$ cat src/core/scm_pkg.sv
package scm_pkg;
  // ---------------------------------------------------------------
  // Register map
  // ---------------------------------------------------------------
  localparam logic [15:0] ADDR_FRAME_MODE = 16'hff78;
  localparam logic [15:0] ADDR_BIT_RATE   = 16'hff79;
  localparam logic [15:0] IDX_CHAN_CTRL   = 16'hff7a;
  localparam logic [15:0] IDX_TX_DATA     = 16'hff7b;
  localparam logic [15:0] IDX_IRQ_STATUS  = 16'hff7c;
  localparam logic [15:0] IDX_IRQ_MASK    = 16'hff7d;
  localparam logic [15:0] IDX_RX_DATA     = 16'hff7e;
  localparam logic [7:0]  RST_FRAME_MODE  = 8'h00;
  localparam logic [7:0]  RST_BIT_RATE    = 8'hff;
  localparam logic [7:0]  RST_CHAN_CTRL   = 8'h00;
  localparam logic [7:0]  RST_MASK        = 8'h00;
  // ---------------------------------------------------------------
  // Frame mode fields
  // ---------------------------------------------------------------
  localparam int FM_SYNC   = 7;
  localparam int FM_CHR7   = 6;
  localparam int FM_PAREN  = 5;
  localparam int FM_ODD    = 4;
  localparam int FM_STOP2  = 3;
  localparam int FM_MPROC  = 2;
  localparam int FM_PSC_HI = 1;
  localparam int FM_PSC_LO = 0;
  // ---------------------------------------------------------------
  // Channel control fields
  // ---------------------------------------------------------------
  localparam int CC_TXIE   = 7;
  localparam int CC_RXIE   = 6;
  localparam int CC_TXEN   = 5;
  localparam int CC_RXEN   = 4;
  localparam int CC_CKE_HI = 1;
  localparam int CC_CKE_LO = 0;
  // ---------------------------------------------------------------
  // Interrupt status fields
  // ---------------------------------------------------------------
  localparam int IS_TXEMPTY = 0;
  localparam int IS_TXEND   = 1;
  localparam int IS_RXFULL  = 2;
  localparam int IS_PARERR  = 3;
  localparam int IS_FRMERR  = 4;
  // ---------------------------------------------------------------
  // Timing
  // ---------------------------------------------------------------
  localparam int SAMPLES_PER_BIT = 16;
  localparam logic [5:0] PSC_DIV4  = 6'h03;
  localparam logic [5:0] PSC_DIV16 = 6'h0f;
  localparam logic [5:0] PSC_DIV64 = 6'h3f;
  typedef enum logic [2:0] {TX_IDLE, TX_START, TX_DATA, TX_PAR, TX_STOP} scm_tx_t;
  typedef enum logic [2:0] {RX_IDLE, RX_START, RX_DATA, RX_PAR, RX_STOP} scm_rx_t;
endpackage

$ cat src/core/scm_channel.sv
// The Wishbone slave port was left to the implementer.
`timescale 1ns/100ps
module scm_channel (
  input  wire logic        ref_clk,
  input  wire logic        rstn,
  input  wire logic [15:0] wb_adr_i,
  input  wire logic [7:0]  wb_dat_i,
  output logic      [7:0]  wb_dat_o,
  input  wire logic        wb_we_i,
  input  wire logic        wb_sel_i,
  input  wire logic        wb_cyc_i,
  input  wire logic        wb_stb_i,
  output logic             wb_ack_o,
  output logic             txd,
  input  wire logic        rxd,
  input  wire logic        sck_i,
  output logic             sck_o,
  output logic             sck_oe,
  output logic             irq
);
  import scm_pkg::*;

  // ---------------------------------------------------------------
  // Register bus
  // ---------------------------------------------------------------
  logic [7:0] frameMode;
  logic [7:0] bitRate;
  logic [7:0] chanCtrl;
  logic [7:0] txHold;
  logic       txHoldFull;
  logic [7:0] irqStatus;
  logic [7:0] irqMask;
  logic [7:0] rxData;
  logic [7:0] next_rdata;
  logic       busReq;
  logic       wrStb;
  logic       rdStb;
  logic       syncMode;
  logic       clock_source_sel_hi;
  logic       clock_source_sel_lo;

  assign busReq   = wb_cyc_i & wb_stb_i & ~wb_ack_o;
  assign wrStb    = busReq & wb_we_i & wb_sel_i;
  assign rdStb    = busReq & ~wb_we_i;
  assign syncMode = frameMode[FM_SYNC];
  assign clock_source_sel_hi     = chanCtrl[CC_CKE_HI];
  assign clock_source_sel_lo     = chanCtrl[CC_CKE_LO];

  always_ff @(posedge ref_clk or negedge rstn) begin
    if (!rstn) begin
      wb_ack_o <= 1'b0;
    end else begin
      wb_ack_o <= busReq;
    end
  end

  always_comb begin
    next_rdata = 8'h00;
    unique case (wb_adr_i)
      ADDR_FRAME_MODE: next_rdata = frameMode;
      ADDR_BIT_RATE:   next_rdata = bitRate;
      IDX_CHAN_CTRL:   next_rdata = chanCtrl;
      IDX_TX_DATA:     next_rdata = txHold;
      IDX_IRQ_STATUS:  next_rdata = irqStatus;
      IDX_IRQ_MASK:    next_rdata = irqMask;
      IDX_RX_DATA:     next_rdata = rxData;
      default:         next_rdata = 8'h00;
    endcase
  end

  always_ff @(posedge ref_clk or negedge rstn) begin
    if (!rstn) begin
      wb_dat_o <= 8'h00;
    end else if (rdStb) begin
      wb_dat_o <= next_rdata;
    end
  end

  always_ff @(posedge ref_clk or negedge rstn) begin
    if (!rstn) begin
      frameMode <= RST_FRAME_MODE;
      bitRate   <= RST_BIT_RATE;
      chanCtrl  <= RST_CHAN_CTRL;
      irqMask   <= RST_MASK;
    end else if (wrStb) begin
      if (wb_adr_i == ADDR_FRAME_MODE) begin
        frameMode <= wb_dat_i;
      end
      if (wb_adr_i == ADDR_BIT_RATE) begin
        bitRate <= wb_dat_i;
      end
      if (wb_adr_i == IDX_CHAN_CTRL) begin
        chanCtrl <= wb_dat_i;
      end
      if (wb_adr_i == IDX_IRQ_MASK) begin
        irqMask <= wb_dat_i;
      end
    end
  end

  // ---------------------------------------------------------------
  // Baud clock generation
  // ---------------------------------------------------------------
  logic [5:0] pscCount;
  logic [5:0] pscLimit;
  logic       pscTick;
  logic [7:0] brrCount;
  logic       sampleTick;
  logic [3:0] sampleCount;
  logic       intBitTick;
  logic       sckPrev;
  logic       extEdge;
  logic       extFall;
  logic       extRise;
  logic       asyncTick;
  logic       syncShift;
  logic       syncSample;
  logic       intClk;

  always_comb begin
    unique case (frameMode[FM_PSC_HI:FM_PSC_LO])
      2'b00: pscLimit = 6'h00;
      2'b01: pscLimit = PSC_DIV4;
      2'b10: pscLimit = PSC_DIV16;
      2'b11: pscLimit = PSC_DIV64;
    endcase
  end

  always_ff @(posedge ref_clk or negedge rstn) begin
    if (!rstn) begin
      pscCount <= 6'h00;
    end else if (pscCount >= pscLimit) begin
      pscCount <= 6'h00;
    end else begin
      pscCount <= pscCount + 6'h01;
    end
  end
  assign pscTick = (pscCount >= pscLimit);

  always_ff @(posedge ref_clk or negedge rstn) begin
    if (!rstn) begin
      brrCount <= 8'h00;
    end else if (pscTick) begin
      if (brrCount >= bitRate) begin
        brrCount <= 8'h00;
      end else begin
        brrCount <= brrCount + 8'h01;
      end
    end
  end
  assign sampleTick = pscTick & (brrCount >= bitRate);

  always_ff @(posedge ref_clk or negedge rstn) begin
    if (!rstn) begin
      sampleCount <= 4'h0;
      intClk      <= 1'b1;
    end else if (sampleTick) begin
      sampleCount <= sampleCount + 4'h1;
      if (sampleCount == 4'h7 || sampleCount == 4'hf) begin
        intClk <= ~intClk;
      end
    end
  end
  assign intBitTick = sampleTick & (sampleCount == 4'hf);

  always_ff @(posedge ref_clk or negedge rstn) begin
    if (!rstn) begin
      sckPrev <= 1'b1;
    end else begin
      sckPrev <= sck_i;
    end
  end
  assign extFall = sckPrev & ~sck_i;
  assign extRise = ~sckPrev & sck_i;
  assign extEdge = extRise;

  assign asyncTick  = clock_source_sel_hi ? extEdge : sampleTick;
  assign syncShift  = clock_source_sel_hi ? extFall : (sampleTick & (sampleCount == 4'h7));
  assign syncSample = clock_source_sel_hi ? extRise : intBitTick;

  always_comb begin
    sck_oe = 1'b0;
    sck_o  = 1'b1;
    if (syncMode && !clock_source_sel_hi) begin
      sck_oe = 1'b1;
      sck_o  = intClk;
    end else if (!syncMode && !clock_source_sel_hi && clock_source_sel_lo) begin
      sck_oe = 1'b1;
      sck_o  = intClk;
    end
  end

  // ---------------------------------------------------------------
  // Transmitter
  // ---------------------------------------------------------------
  scm_tx_t    txState;
  logic [7:0] txShift;
  logic [2:0] txBit;
  logic [3:0] txPhase;
  logic       txPar;
  logic       txStop;
  logic       txLoad;
  logic       txStep;
  logic [2:0] lastBit;
  logic       txDone;

  assign lastBit = frameMode[FM_CHR7] ? 3'h6 : 3'h7;
  always_ff @(posedge ref_clk or negedge rstn) begin
    if (!rstn) begin
      txPhase <= 4'h0;
    end else if (txState == TX_IDLE) begin
      txPhase <= 4'h0;
    end else if (asyncTick) begin
      txPhase <= txPhase + 4'h1;
    end
  end
  assign txStep = syncMode ? syncShift : (asyncTick & (txPhase == 4'hf));
  assign txLoad = (txState == TX_IDLE) & txHoldFull & chanCtrl[CC_TXEN]
                & (syncMode ? syncShift : asyncTick);

  always_ff @(posedge ref_clk or negedge rstn) begin
    if (!rstn) begin
      txHold     <= 8'h00;
      txHoldFull <= 1'b0;
    end else if (wrStb && wb_adr_i == IDX_TX_DATA) begin
      txHold     <= wb_dat_i;
      txHoldFull <= 1'b1;
    end else if (txLoad) begin
      txHoldFull <= 1'b0;
    end
  end

  always_ff @(posedge ref_clk or negedge rstn) begin
    if (!rstn) begin
      txState <= TX_IDLE;
      txShift <= 8'h00;
      txBit   <= 3'h0;
      txPar   <= 1'b0;
      txStop  <= 1'b0;
      txd     <= 1'b1;
    end else begin
      unique case (txState)
        TX_IDLE: begin
          txd <= 1'b1;
          if (txLoad) begin
            txShift <= frameMode[FM_CHR7] ? {1'b0, txHold[6:0]} : txHold;
            txPar   <= frameMode[FM_ODD];
            txBit   <= 3'h0;
            if (syncMode) begin
              txd     <= txHold[0];
              txState <= TX_DATA;
            end else begin
              txd     <= 1'b0;
              txState <= TX_START;
            end
          end
        end
        TX_START: begin
          if (txStep) begin
            txd     <= txShift[0];
            txState <= TX_DATA;
          end
        end
        TX_DATA: begin
          if (txStep) begin
            txPar   <= txPar ^ txShift[0];
            txShift <= {1'b0, txShift[7:1]};
            txBit   <= txBit + 3'h1;
            if (txBit != lastBit) begin
              txd <= txShift[1];
            end else if (syncMode) begin
              txd     <= 1'b1;
              txState <= TX_IDLE;
            end else if (frameMode[FM_PAREN]) begin
              txd     <= txPar ^ txShift[0];
              txState <= TX_PAR;
            end else if (frameMode[FM_MPROC]) begin
              txd     <= 1'b0;
              txState <= TX_PAR;
            end else begin
              txd     <= 1'b1;
              txStop  <= frameMode[FM_STOP2];
              txState <= TX_STOP;
            end
          end
        end
        TX_PAR: begin
          if (txStep) begin
            txd     <= 1'b1;
            txStop  <= frameMode[FM_STOP2];
            txState <= TX_STOP;
          end
        end
        TX_STOP: begin
          if (txStep) begin
            if (txStop) begin
              txStop <= 1'b0;
            end else begin
              txState <= TX_IDLE;
            end
          end
        end
        default: txState <= TX_IDLE;
      endcase
    end
  end
  assign txDone = txStep & (((txState == TX_STOP) & ~txStop)
                | ((txState == TX_DATA) & syncMode & (txBit == lastBit)));

  // ---------------------------------------------------------------
  // Receiver
  // ---------------------------------------------------------------
  scm_rx_t    rxState;
  logic [7:0] rxShift;
  logic [2:0] rxBit;
  logic [3:0] rxPhase;
  logic       rxPar;
  logic       rxMid;
  logic       rxDone;
  logic       rxParErr;
  logic       rxFrmErr;

  assign rxMid = syncMode ? syncSample : (asyncTick & (rxPhase == 4'h7));
  always_ff @(posedge ref_clk or negedge rstn) begin
    if (!rstn) begin
      rxPhase <= 4'h0;
    end else if (rxState == RX_IDLE) begin
      rxPhase <= 4'h0;
    end else if (asyncTick) begin
      rxPhase <= rxPhase + 4'h1;
    end
  end

  always_ff @(posedge ref_clk or negedge rstn) begin
    if (!rstn) begin
      rxState  <= RX_IDLE;
      rxShift  <= 8'h00;
      rxBit    <= 3'h0;
      rxPar    <= 1'b0;
      rxData   <= 8'h00;
      rxDone   <= 1'b0;
      rxParErr <= 1'b0;
      rxFrmErr <= 1'b0;
    end else begin
      rxDone   <= 1'b0;
      rxParErr <= 1'b0;
      rxFrmErr <= 1'b0;
      unique case (rxState)
        RX_IDLE: begin
          rxBit <= 3'h0;
          rxPar <= frameMode[FM_ODD];
          if (chanCtrl[CC_RXEN]) begin
            if (syncMode) begin
              rxState <= RX_DATA;
            end else if (!rxd && asyncTick) begin
              rxState <= RX_START;
            end
          end
        end
        RX_START: begin
          if (rxMid) begin
            rxState <= rxd ? RX_IDLE : RX_DATA;
          end
        end
        RX_DATA: begin
          if (rxMid) begin
            rxShift <= {rxd, rxShift[7:1]};
            rxPar   <= rxPar ^ rxd;
            rxBit   <= rxBit + 3'h1;
            if (rxBit == lastBit) begin
              if (syncMode || (!frameMode[FM_PAREN] && !frameMode[FM_MPROC])) begin
                rxState <= syncMode ? RX_IDLE : RX_STOP;
                rxData  <= frameMode[FM_CHR7] ? {1'b0, rxd, rxShift[7:2]}
                                              : {rxd, rxShift[7:1]};
                rxDone  <= syncMode;
              end else begin
                rxState <= RX_PAR;
              end
            end
          end
        end
        RX_PAR: begin
          if (rxMid) begin
            rxParErr <= frameMode[FM_PAREN] & (rxPar ^ rxd);
            rxData   <= frameMode[FM_CHR7] ? {1'b0, rxShift[7:1]} : rxShift;
            rxState  <= RX_STOP;
          end
        end
        RX_STOP: begin
          if (rxMid) begin
            if (rxState == RX_STOP && !frameMode[FM_PAREN] && !frameMode[FM_MPROC]) begin
              rxData <= frameMode[FM_CHR7] ? {1'b0, rxShift[7:1]} : rxShift;
            end
            rxFrmErr <= ~rxd;
            rxDone   <= 1'b1;
            rxState  <= RX_IDLE;
          end
        end
        default: rxState <= RX_IDLE;
      endcase
    end
  end

  // ---------------------------------------------------------------
  // Interrupts
  // ---------------------------------------------------------------
  logic [7:0] evt;
  logic       statusRead;

  assign evt = {3'b000, rxFrmErr, rxParErr, rxDone, txDone,
                chanCtrl[CC_TXIE] & ~txHoldFull};
  assign statusRead = rdStb & (wb_adr_i == IDX_IRQ_STATUS);

  always_ff @(posedge ref_clk or negedge rstn) begin
    if (!rstn) begin
      irqStatus <= 8'h00;
    end else if (statusRead) begin
      irqStatus <= evt;
    end else begin
      irqStatus <= irqStatus | evt;
    end
  end
  assign irq = |(irqStatus & irqMask);

endmodule

$ cat config.mk
export PLATFORM = sky130hd
export DESIGN_NAME = scm_channel
export DESIGN_NICKNAME = d
export VERILOG_FILES = /design/src/core/scm_pkg.sv /design/src/core/scm_channel.sv
export SDC_FILE = /design/constraint.sdc
export NUM_CORES = 1
export LEC_CHECK = 0
export BUFFER_PORTS_ARGS = -buffer_cell sky130_fd_sc_hd__buf_4
export CORE_MARGIN = 10
export CORE_UTILIZATION = 55
export CTS_BUF_LIST = sky130_fd_sc_hd__clkbuf_8
export DETAILED_ROUTE_END_ITERATION = 6
export PLACE_DENSITY_LB_ADDON = 0.25
export SLEW_MARGIN = 20
export SYNTH_ARGS = -nofsm -noshare
export SYNTH_HDL_FRONTEND = slang
export SYNTH_SLANG_ARGS = --single-unit
$ cat constraint.sdc
create_clock -name ref_clk -period 3.22 [get_ports ref_clk]
set_clock_uncertainty 0.05 [all_clocks]
set_input_delay 0.644 -clock ref_clk [delete_from_list [all_inputs] [get_ports ref_clk]]
set_output_delay 0.644 -clock ref_clk [all_outputs]
set_load 0.02 [all_outputs]
==> flow_summary_export.csv <==
group,metric,value,unit
clock_tree,hold_buffers,0,
power_and_ir_drop,p_total,0.00332,W
clock_tree,clk_pin_slew,0.07,ns
clock_tree,clk_latency,0.44,ns
logic_synthesis,synthFlopType,"dfrtp_1",
critical_path,critical_path_peak_fanout,9,
power_and_ir_drop,power.density,425,nW/µm²
power_and_ir_drop,p_leak,3.67,nW
floorplanning,die_area,16900,µm²
global_route,grt_max_degree,65,
routing,ant_nets,0,
timing,period_share,0.946,
floorplanning,dieWidth,130,µm
power_and_ir_drop,vdd_ir_drop_max,240,µV
global_route,grtUsageMet2,0.309,
clock_tree,numCtsBuffers,17,
routing,drc,0,
global_route,grt_util_met1,0.243,
timing,slew_headroom,0.394,
timing,maxSlewViolCount,0,
run,max_cap_violations,0,
critical_path,crit_type,"register to register",
clock_tree,cts-root-buf,"clkbuf_8",
timing,clock.fmax,328,MHz
status,status,"finished, final reports clean",
cells_and_area,antenna-diode-count,0,
place,dp.cells,797,
routing,wire_per_inst,18.3,µm
cells_and_area,fin_nets,726,
clock_tree,htreeDepth,4,
critical_path,cp-start-kind,"register",
global_route,antenna_found_initial,0,
logic_synthesis,synth_edf_count,0,
floorplanning,io_pins,45,
floorplanning,core,12000,µm²
routing,dr_total_vias,4887,
timing,final-setup-viol-count,0,
timing,rsz0062_at_grt,"no",
global_route,grt_pass1_wl,25400,µm
logic_synthesis,ys_ff_latch,126,
place,io_buffers,44,
timing,setup_ws,0.174,ns
place,dp.final_hpwl,11200,µm
clock_tree,tritoncts,"yes",
logic_synthesis,synth.cell_area,6680,µm²
place,pre_cts_slack,-0.221,ns
cells_and_area,area_growth,16.8,%
logic_synthesis,avgSynthCellArea,11.0,µm²
logic_synthesis,synthCells,606,
critical_path,cp.arrival,3.32,ns
cells_and_area,final_cells,833,
clock_tree,clockBufferDepth,2,
routing,routed_via_density,5.87,
logic_synthesis,yosysWarnings,0,
logic_synthesis,synth_cell_type_count,78,
critical_path,cp.required,3.49,ns
routing,wirelength,15200,µm
worst_hold_path,hold_path_class,"input port to async pin",
floorplanning,row_count,40,
place,placed_area,7270,µm²
routing,drtIter0Drc,481,
routing,drtPass1Iterations,6,
logic_synthesis,synth-async-reset-ratio,1.00,
logic_synthesis,seq_area_frac_synth,0.474,
timing,max_slew.worst_pin.slew,0.903,ns
clock_tree,cts_sinks,126,
floorplanning,start_util,0.558,
logic_synthesis,synthTopCellsByArea,"dfrtp_1, mux2_2, dfstp_2",
cells_and_area,n_fill_cell,938,
place,place_congestion,0.885,
global_route,grtUsageMet3,0.0495,
cells_and_area,final_common_cell,"dfrtp_1",
critical_path,cp-end-kind,"register",
global_route,grt-ovfl-total,0,
logic_synthesis,synth_top_cell_by_area,"dfrtp_1",
cells_and_area,stdcell_area,7800,µm²
cells_and_area,final_cell_mix,"dfrtp_1, buf_4, nand2_1, mux2_2, nor2_1",
timing,timing.final.crit_period,3.05,ns
cells_and_area,drive_gt1_frac,0.303,
global_route,grt_use_total,0.190,
floorplanning,die_y,130,µm
logic_synthesis,synth_top_area_frac,0.431,
global_route,grt_pass1_vias,4988,
global_route,busiest_layer,"met2",
timing,finalHoldViolations,0,
logic_synthesis,synth_fp_nets,659,
## stage by stage
step | utilization | hold WS [ns] | TNS (ns)
floorplan | - | 0.298 | 0
global placement | 0.608 | 0.360 | -0.374
detailed placement | 0.608 | 0.360 | -1.38
CTS | 0.646 | 0.0617 | -0.146
global route | 0.652 | 0.0688 | 0
finish | 0.652 | 0.0732 | 0
## worst paths after layout
check	startpoint	endpoint	slack, ns	cells past startpoint
min in group ref_clk	sck_i	sckPrev$_DFF_PN1_	0.28	1
setup reg to reg	bitRate[2]$_DFFE_PN1P_	txState[0]$_DFFE_PN0P_	0.17	12
hold reg to reg	rxParErr$_DFF_PN0_	irqStatus[3]$_DFF_PN0_	0.38	1
setup / recovery	bitRate[2]$_DFFE_PN1P_	txState[0]$_DFFE_PN0P_	0.17	12
max in group asynchronous	rstn	bitRate[2]$_DFFE_PN1P_	2.21	2
hold / removal	rstn	txBit[2]$_DFFE_PN0P_	0.07	1
## layer usage
layer  vias to the layer above  wire [µm]
li1                       2334          -
met4                         0        287
met5                         -          0
met1                      2404       6840
met2                       130       7240
met3                        19        866
## report_power, final
| part | internal, W | switching (W) |
|---|---|---|
| combinational | 0.0000932 | 0.000117 |
| sequential | 0.00161 | 0.0000356 |
| clock | 0.000809 | 0.000649 |
## worst max-delay path, cell delays in order, from the launching register on
cell      delay, ns
dfstp_2        0.54
inv_1          0.07
ha_4           0.24
a211o_1        0.26
a31oi_2        0.19
o311a_4        0.24
buf_4          0.12
nor2_4         0.03
buf_6          0.15
a221oi_4       0.35
a31oi_2        0.09
o311ai_4       0.28
mux2_4         0.33
## sequential cells by signal, summed over array words and instances (netlist names), 5 cells and up
| name | cells |
|---|---|
| wb_dat_o | 8 |
| chanCtrl | 8 |
| irqStatus | 5 |
| bitRate | 8 |
| pscCount | 6 |
| rxData | 8 |
| txHold | 8 |
| irqMask | 8 |
| frameMode | 8 |
| brrCount | 8 |
| rxShift | 8 |
| txShift | 8 |
## cells by family (layout without fill, tap and decap cells)
logic type / count (synthesis) / in the layout / synth area share
and+or+nand+nor: 186 / 186 / 0.140
DFF: 126 / 126 / 0.474
AOI/OAI and AO/OA: 115 / 115 / 0.126
muxes: 87 / 87 / 0.159
buffers and inverters: 48 / 128 / 0.0304
xor gates and xnor gates: 23 / 23 / 0.0302
adders and majority gates: 21 / 21 / 0.0393
## area by class of cell
cell class	instances	area (µm²)	area share
Inverter	25	93.8	0.0120
Sequential cell	126	3170	0.406
Tap cell	147	184	0.0236
Timing Repair Buffer	71	566	0.0725
Clock buffer	19	262	0.0335
Multi-Input combinational cell	432	3360	0.431
Clock inverter	13	165	0.0212
## cells in the mapped netlist, types with 3 or more instances
library cell	number
a211o_1	3
a211oi_1	7
a21o_1	5
a21oi_1	8
a222oi_1	6
a22oi_1	4
a31oi_1	3
and2_1	7
and3_1	4
buf_2	3
clkbuf_1	14
dfrtp_1	115
dfstp_2	11
ha_1	21
inv_1	25
mux2_2	50
mux2_4	13
mux2i_1	18
mux4_2	5
nand2_1	63
nand2b_1	3
nand3_1	12
nand4_1	8
nor2_1	49
nor2b_1	4
nor3_1	10
o211ai_1	4
o21ai_0	38
o21ai_1	8
o22ai_1	5
o31ai_1	4
xnor2_1	13
xor2_1	10
## repair_timing
| action | 4_1_cts | 5_1_grt |
|---|---|---|
| setup endpoints to repair | 25 | 30 |
| pin swaps | 3 | 7 |
| buffers inserted | 2 | 2 |
| gates cloned | 0 | 0 |
| gates resized for setup | 2 | 10 |
Note: power is estimated with default switching activity, not from simulation.
